<file path="src/fes_pkg.sv">
// Shared types and constants for the floating-point error signalling block.
// Assumes one 10 MHz clock and an asynchronous active-low reset.
//
// What this block does
// - mode bit one internal, zero external
// - internal mode raises vector 16, pins idle
// - compat mode reports on error output, honours ignore
// - deferred error freezes before next wait/fp
// - no-wait instructions never freeze
// - freeze always asserts the error output
// - frozen core waits for external interrupt
// - arithmetic, precision-only, transcendental overflow/underflow/zero-divide use deferred
// - other store and transcendental faults report immediately
// - immediate uncleared error also freezes later
// - active ignore keeps error output deasserted
// - ignore release resumes normal reporting
// - ignore blocks freeze even after interrupt
// - software clear deasserts the error output
package fes_pkg;

	// trap vector raised in internal reporting mode
	localparam logic [7:0] FES_NATIVE_VECTOR = 8'h10;
	// mode bit value that selects internal reporting
	localparam logic FES_MODE_NATIVE = 1'h1;
	// reset values of the pin-facing state
	localparam logic FES_ERR_N_RESET = 1'h1;
	localparam logic FES_FLAG_RESET = 1'h0;

	// class of the instruction that raised an exception
	typedef enum logic [1:0] {
		FES_XC_ARITH = 2'b00,
		FES_XC_TRANSC = 2'b01,
		FES_XC_STORE = 2'b10,
		FES_XC_OTHER = 2'b11
	} fes_xclass_t;

	// kind of instruction about to issue
	typedef enum logic [1:0] {
		FES_IS_NONE = 2'b00,
		FES_IS_WAIT_FP = 2'b01,
		FES_IS_NO_WAIT = 2'b10,
		FES_IS_PLAIN = 2'b11
	} fes_issue_kind_t;

	// exception report from the arithmetic core, valid for one cycle
	typedef struct packed {
		logic valid;
		logic unmasked;
		fes_xclass_t cls;
		logic precision;
		logic overflow;
		logic underflow;
		logic stack_fault;
		logic invalid;
		logic denormal;
		logic zero_divide;
	} fes_exc_t;

	// whole state of the signalling block
	typedef struct packed {
		logic ign_s1;
		logic ign_s2;
		logic pend;
		logic imm;
		logic err_n;
		logic frozen;
		logic brief;
		logic trap16;
	} fes_state_t;

	// immediate reporting: non-precision store faults, and stack/invalid/denormal
	// from transcendental-like ops; everything else waits for the next fp op
	function automatic logic fes_is_immediate(input fes_exc_t e);
		logic r;
		r = 1'b0;
		if (e.cls == FES_XC_STORE)
			r = e.stack_fault | e.invalid | e.denormal | e.overflow
				| e.underflow | e.zero_divide;
		else if (e.cls == FES_XC_TRANSC)
			r = e.stack_fault | e.invalid | e.denormal;
		return r;
	endfunction : fes_is_immediate

endpackage : fes_pkg

</file>
<file path="src/fes_error_signal.sv">
// Floating-point error signalling: internal trap or external error/ignore pins.
// Assumes the ignore pin is asynchronous; all other inputs come from core logic
// on ref_clk. Outside latch and interrupt controller are not part of this block.
`timescale 1ns/1ps
module fes_error_signal
	import fes_pkg::*;
(
	input wire logic ref_clk,
	input wire logic rst_b,
	input wire logic native_error_mode_select,
	input wire fes_exc_t exc_in,
	input wire fes_issue_kind_t issue_kind,
	input wire logic clear_exception,
	input wire logic maskable_interrupt_in_taken,
	input wire logic ignore_numeric_error_n,
	output logic fp_error_out_n,
	output logic freeze_hold,
	output logic trap16_req
);

	////////////////////////////////////////////////////////////////////////////
	// state

	fes_state_t st_reg;
	fes_state_t st_next;
	logic ign;
	logic exc_hit;
	logic compat;

	assign ign = st_reg.ign_s2;
	assign exc_hit = exc_in.valid & exc_in.unmasked;
	assign compat = (native_error_mode_select != FES_MODE_NATIVE);

	////////////////////////////////////////////////////////////////////////////
	// next-state logic

	// one pass over the whole state; later assignments take priority
	always_comb
	begin
		st_next = st_reg;
		st_next.ign_s1 = ~ignore_numeric_error_n;
		st_next.ign_s2 = st_reg.ign_s1;
		st_next.trap16 = 1'b0;
		st_next.brief = 1'b0;
		// a no-wait assertion lasts one cycle only
		if (st_reg.brief)
			st_next.err_n = 1'b1;
		// clear first so that a new exception in the same cycle still wins
		if (clear_exception)
		begin
			st_next.pend = 1'b0;
			st_next.frozen = 1'b0;
			st_next.err_n = 1'b1;
		end
		if (exc_hit)
		begin
			st_next.pend = 1'b1;
			st_next.imm = fes_is_immediate(exc_in);
		end
		if (compat)
		begin
			// immediate cases report at once, or as soon as ignore lets go
			if (st_next.pend && st_next.imm && !ign)
				st_next.err_n = 1'b0;
			// ignore suppresses the freeze even with the error already out
			if (issue_kind == FES_IS_WAIT_FP && st_reg.pend && !ign && !clear_exception)
			begin
				st_next.frozen = 1'b1;
				st_next.err_n = 1'b0;
			end
			// no-wait ops pulse the error briefly but keep running
			if (issue_kind == FES_IS_NO_WAIT && st_reg.pend && !ign && st_reg.err_n
				&& !clear_exception)
			begin
				st_next.err_n = 1'b0;
				st_next.brief = 1'b1;
			end
			// the external interrupt releases the freeze into the handler
			if (st_reg.frozen && maskable_interrupt_in_taken)
				st_next.frozen = 1'b0;
		end
		else
		begin
			// internal mode: pins stay idle, the trap is raised at the next fp op
			st_next.err_n = 1'b1;
			st_next.frozen = 1'b0;
			if (issue_kind == FES_IS_WAIT_FP && st_reg.pend && !clear_exception)
				st_next.trap16 = 1'b1;
		end
	end

	// register the whole state; reset leaves every pin inactive
	always_ff @(posedge ref_clk or negedge rst_b)
	begin
		if (!rst_b)
		begin
			st_reg <= '0;
			st_reg.err_n <= FES_ERR_N_RESET;
			st_reg.frozen <= FES_FLAG_RESET;
		end
		else
			st_reg <= st_next;
	end

	assign fp_error_out_n = st_reg.err_n;
	assign freeze_hold = st_reg.frozen;
	assign trap16_req = st_reg.trap16;
endmodule : fes_error_signal

</file>
<file path="config.mk">
export PLATFORM = sky130hd
export DESIGN_NAME = fes_error_signal
export DESIGN_NICKNAME = d
export VERILOG_FILES = /design/src/fes_pkg.sv /design/src/fes_error_signal.sv
export SDC_FILE = /design/constraint.sdc
export NUM_CORES = 1
export LEC_CHECK = 0
export BUFFER_PORTS_ARGS = -buffer_cell sky130_fd_sc_hd__buf_2
export CAP_MARGIN = 20
export CELL_PAD_IN_SITES_DETAIL_PLACEMENT = 1
export CELL_PAD_IN_SITES_GLOBAL_PLACEMENT = 2
export CORE_UTILIZATION = 21
export CTS_CLUSTER_SIZE = 24
export DETAILED_ROUTE_END_ITERATION = 7
export PLACE_DENSITY = 0.68
export SYNTH_ARGS = -nofsm -noshare
export SYNTH_HDL_FRONTEND = slang
export SYNTH_SLANG_ARGS = --single-unit
export TNS_END_PERCENT = 20
</file>
<file path="constraint.sdc">
create_clock -name ref_clk -period 1.2 [get_ports ref_clk]
set_clock_uncertainty 0.05 [all_clocks]
set_input_delay 0.24 -clock ref_clk [delete_from_list [all_inputs] [get_ports ref_clk]]
set_output_delay 0.24 -clock ref_clk [all_outputs]
set_load 0.01 [all_outputs]
</file>
==> flow_metrics.env <==
export IMPL_postRouteAntennaNets=0
export IMPL_layout_area_overhead_vs_synth_pct=48.1
export IMPL_pwr_share_clk_pct=35.5
export IMPL_fmax_mhz=845
export IMPL_ios=22
export IMPL_crit_type="reg -> out"
export IMPL_status="finished with violations"
export IMPL_net_switching_power_mw=0.136
export IMPL_core_area_sq_mm=0.00156
export IMPL_layout_setup_ws_ns=0.0164
export IMPL_final_cell_mix="buf_2, dfrtp_1, inv_1"
export IMPL_hold_path_end="st_next[6]"
export IMPL_clockRootBuffer="clkbuf_4"
export IMPL_grt_antenna_before_repair=0
export IMPL_final_nets=82
export IMPL_r2r_start="fp_error_out_n"
export IMPL_place_port_buffers=20
export IMPL_setup_viol=0
export IMPL_hpwl_um=675
export IMPL_fillers=197
export IMPL_place_ws_ns=-0.0697
export IMPL_vias_per_cell=4.58
export IMPL_gp_congestion=0.717
export IMPL_crit_fanout=3
export IMPL_cts_made_buffers=3
export IMPL_grt_overflow=0
export IMPL_power_mw=0.599
export IMPL_crit_path_top_delay_cell="dfstp_2"
export IMPL_synth_nets=55
export IMPL_synth_cell_types=19
export IMPL_hold_class="in -> reg"
export IMPL_met3_length_um=64
export IMPL_synth_seq_area_share_pct=55.3
export IMPL_rrSetupSlack_ns=0.07
export IMPL_r2r_cells=4
export IMPL_cts_tree="built"
export IMPL_dpl_cell_area_sq_um=492
export IMPL_worst_setup_path_end_kind="output pin"
export IMPL_clk_latency_ns=0.24
export IMPL_first_pass_iters=5
export IMPL_path_cells="buf_6"
export IMPL_top_layer_used="met3"
export IMPL_holdCritStartpoint="ignore_numeric_error_n"
export IMPL_dp_cells=73
export IMPL_drive_gt1_share_pct=45.2
export IMPL_die_width_um=43.6
export IMPL_drc_errors=3
export IMPL_cp_required_ns=0.91
export IMPL_cts_buffer_depth=2
export IMPL_grt_max_degree=9
export IMPL_cts_sinks=8
export IMPL_cap_violations=0
export IMPL_ys_warnings_count=0
export IMPL_cpPeakStageDelay_ns=0.55
export IMPL_largest_reg_flops=3
export IMPL_grt_pass1_wl_um=1340
export IMPL_violations="design-rule violations"
export IMPL_multiInputGateArea_sq_um=153
export IMPL_rsz0062_at_grt="true"
export IMPL_critPathArrivalTime_ns=0.89
export IMPL_clkTransAtPathRegs_ns=0.06
export IMPL_powerDensity_mw_per_mm2=1110
export IMPL_power_frac_seq_pct=49.1
export IMPL_wl_met2_um=394
export IMPL_fin_crit_ns=1.18
export IMPL_first_iter_violations=6
export IMPL_register_area_sq_um=201
export IMPL_hold_depth=2
export IMPL_routed_wl_um=793
export IMPL_layout_commonest_cell="buf_2"
export IMPL_vdd_drop_max_uv=538
export IMPL_hold_viol=0
export IMPL_intPower_mw=0.463
export IMPL_tightest_slew_ns=0.213
export IMPL_switching_share_pct=22.8
export IMPL_syn_area_sq_um=364
export IMPL_vias=357
export IMPL_crit_family="flip-flops"
export IMPL_antenna_cells=0
export IMPL_slew_viol_final=0
export IMPL_wl_met1_um=335
export IMPL_die_area_sq_mm=0.00190
export IMPL_leakagePower_nw=0.274
export IMPL_grt_pass1_vias=364
export IMPL_rows=14
export IMPL_grt_usage_pct=9.38
export IMPL_combPwrFrac_pct=15.5
export IMPL_ys_ff_latch=8
export IMPL_fp_dieH_um=43.6
export IMPL_avgSynthCellArea_sq_um=10.1
export IMPL_fin_crit_sh_pct=98.6
export IMPL_r2r_end="fp_error_out_n"
export IMPL_htree_num_levels=1
export IMPL_slew_limit_headroom_pct=85.6
export IMPL_final_cells=78
export IMPL_final_area_sq_um=539
export IMPL_start_kind="flop"
export IMPL_netlist_instances=36
export IMPL_cp_num_buf_inv=1
export IMPL_drt_wirelength_per_cell_um=10.2
export IMPL_start_util_pct=23.4
Yosys cell counts (all sizes together):
master | number | area [sq um]
nand2 | 3 | 11.3
dfrtp | 7 | 175
a32oi | 1 | 8.76
nand3b | 1 | 7.51
nor2 | 3 | 11.3
nor4 | 1 | 6.26
a21oi | 2 | 10.0
nand2b | 2 | 12.5
a21boi | 2 | 18.8
a211o | 1 | 8.76
o21ai | 1 | 5.00
nor3 | 3 | 20.0
nor2b | 1 | 6.26
dfstp | 1 | 26.3
nor3b | 2 | 15.0
o22ai | 1 | 6.26
inv | 4 | 15.0
cells by family after synthesis:
logic type	after synthesis	synth area share, %
compound gates	8	15.8
simple gates	16	24.7
buf+inv	4	4.12
flops	8	55.3
through the flow:
step	util (%)	setup TNS [ns]	hold WS, ns
2_1_floorplan	-	0	-0.106
3_3_place_gp	31.5	-0.120	0.0426
3_5_place_dp	31.5	-0.123	0.0431
4_1_cts	34.3	0	0.0709
5_1_grt	34.6	-0.0217	0.0700
6_report	34.6	0	0.0820
power groups by stage:
stage / clock (mW) / combinational (mW) / sequential [mW]
after floorplan: 0 / 0.0367 / 0.298
after global placement: 0 / 0.0872 / 0.298
after detailed placement: 0 / 0.0883 / 0.299
after CTS: 0.224 / 0.0943 / 0.294
after global routing: 0.239 / 0.104 / 0.295
final: 0.213 / 0.0927 / 0.294
worst max path at each step:
stage                               from        endpoint  slack, ns  cells past startpoint
after floorplan                exc_in[2]       st_reg[4]       0.10                      4
after global placement         exc_in[2]       st_reg[4]      -0.07                      5
after detailed placement       exc_in[2]       st_reg[4]      -0.07                      5
after CTS                 fp_error_out_n  fp_error_out_n      0.004                      1
after global routing      fp_error_out_n  fp_error_out_n      -0.02                      1
final                     fp_error_out_n  fp_error_out_n       0.02                      1
per-layer routing:
metal  vias to the layer above  GRT usage, %
met5                         -             0
met4                         0          5.63
met3                         0          1.25
met2                        14          16.1
met1                       164          11.0
li1                        179             -
cell type report:
| cell class | instances | area share (%) |
|---|---|---|
| Sequential cell | 8 | 37.4 |
| Multi-Input combinational cell | 24 | 28.3 |
| Timing Repair Buffer | 22 | 23.0 |
| Clock buffer | 4 | 4.87 |
| Tap cell | 16 | 3.71 |
| Inverter | 4 | 2.78 |
what timing repair did:
item / CTS / global route
setup buffers: 0 / 0
resized for setup: 1 / 1
setup endpoints to repair: 1 / 3
endpoints found under the hold margin: 7 / 0
hold buffers: 1 / 0
Power figures use the tool's default switching activity.
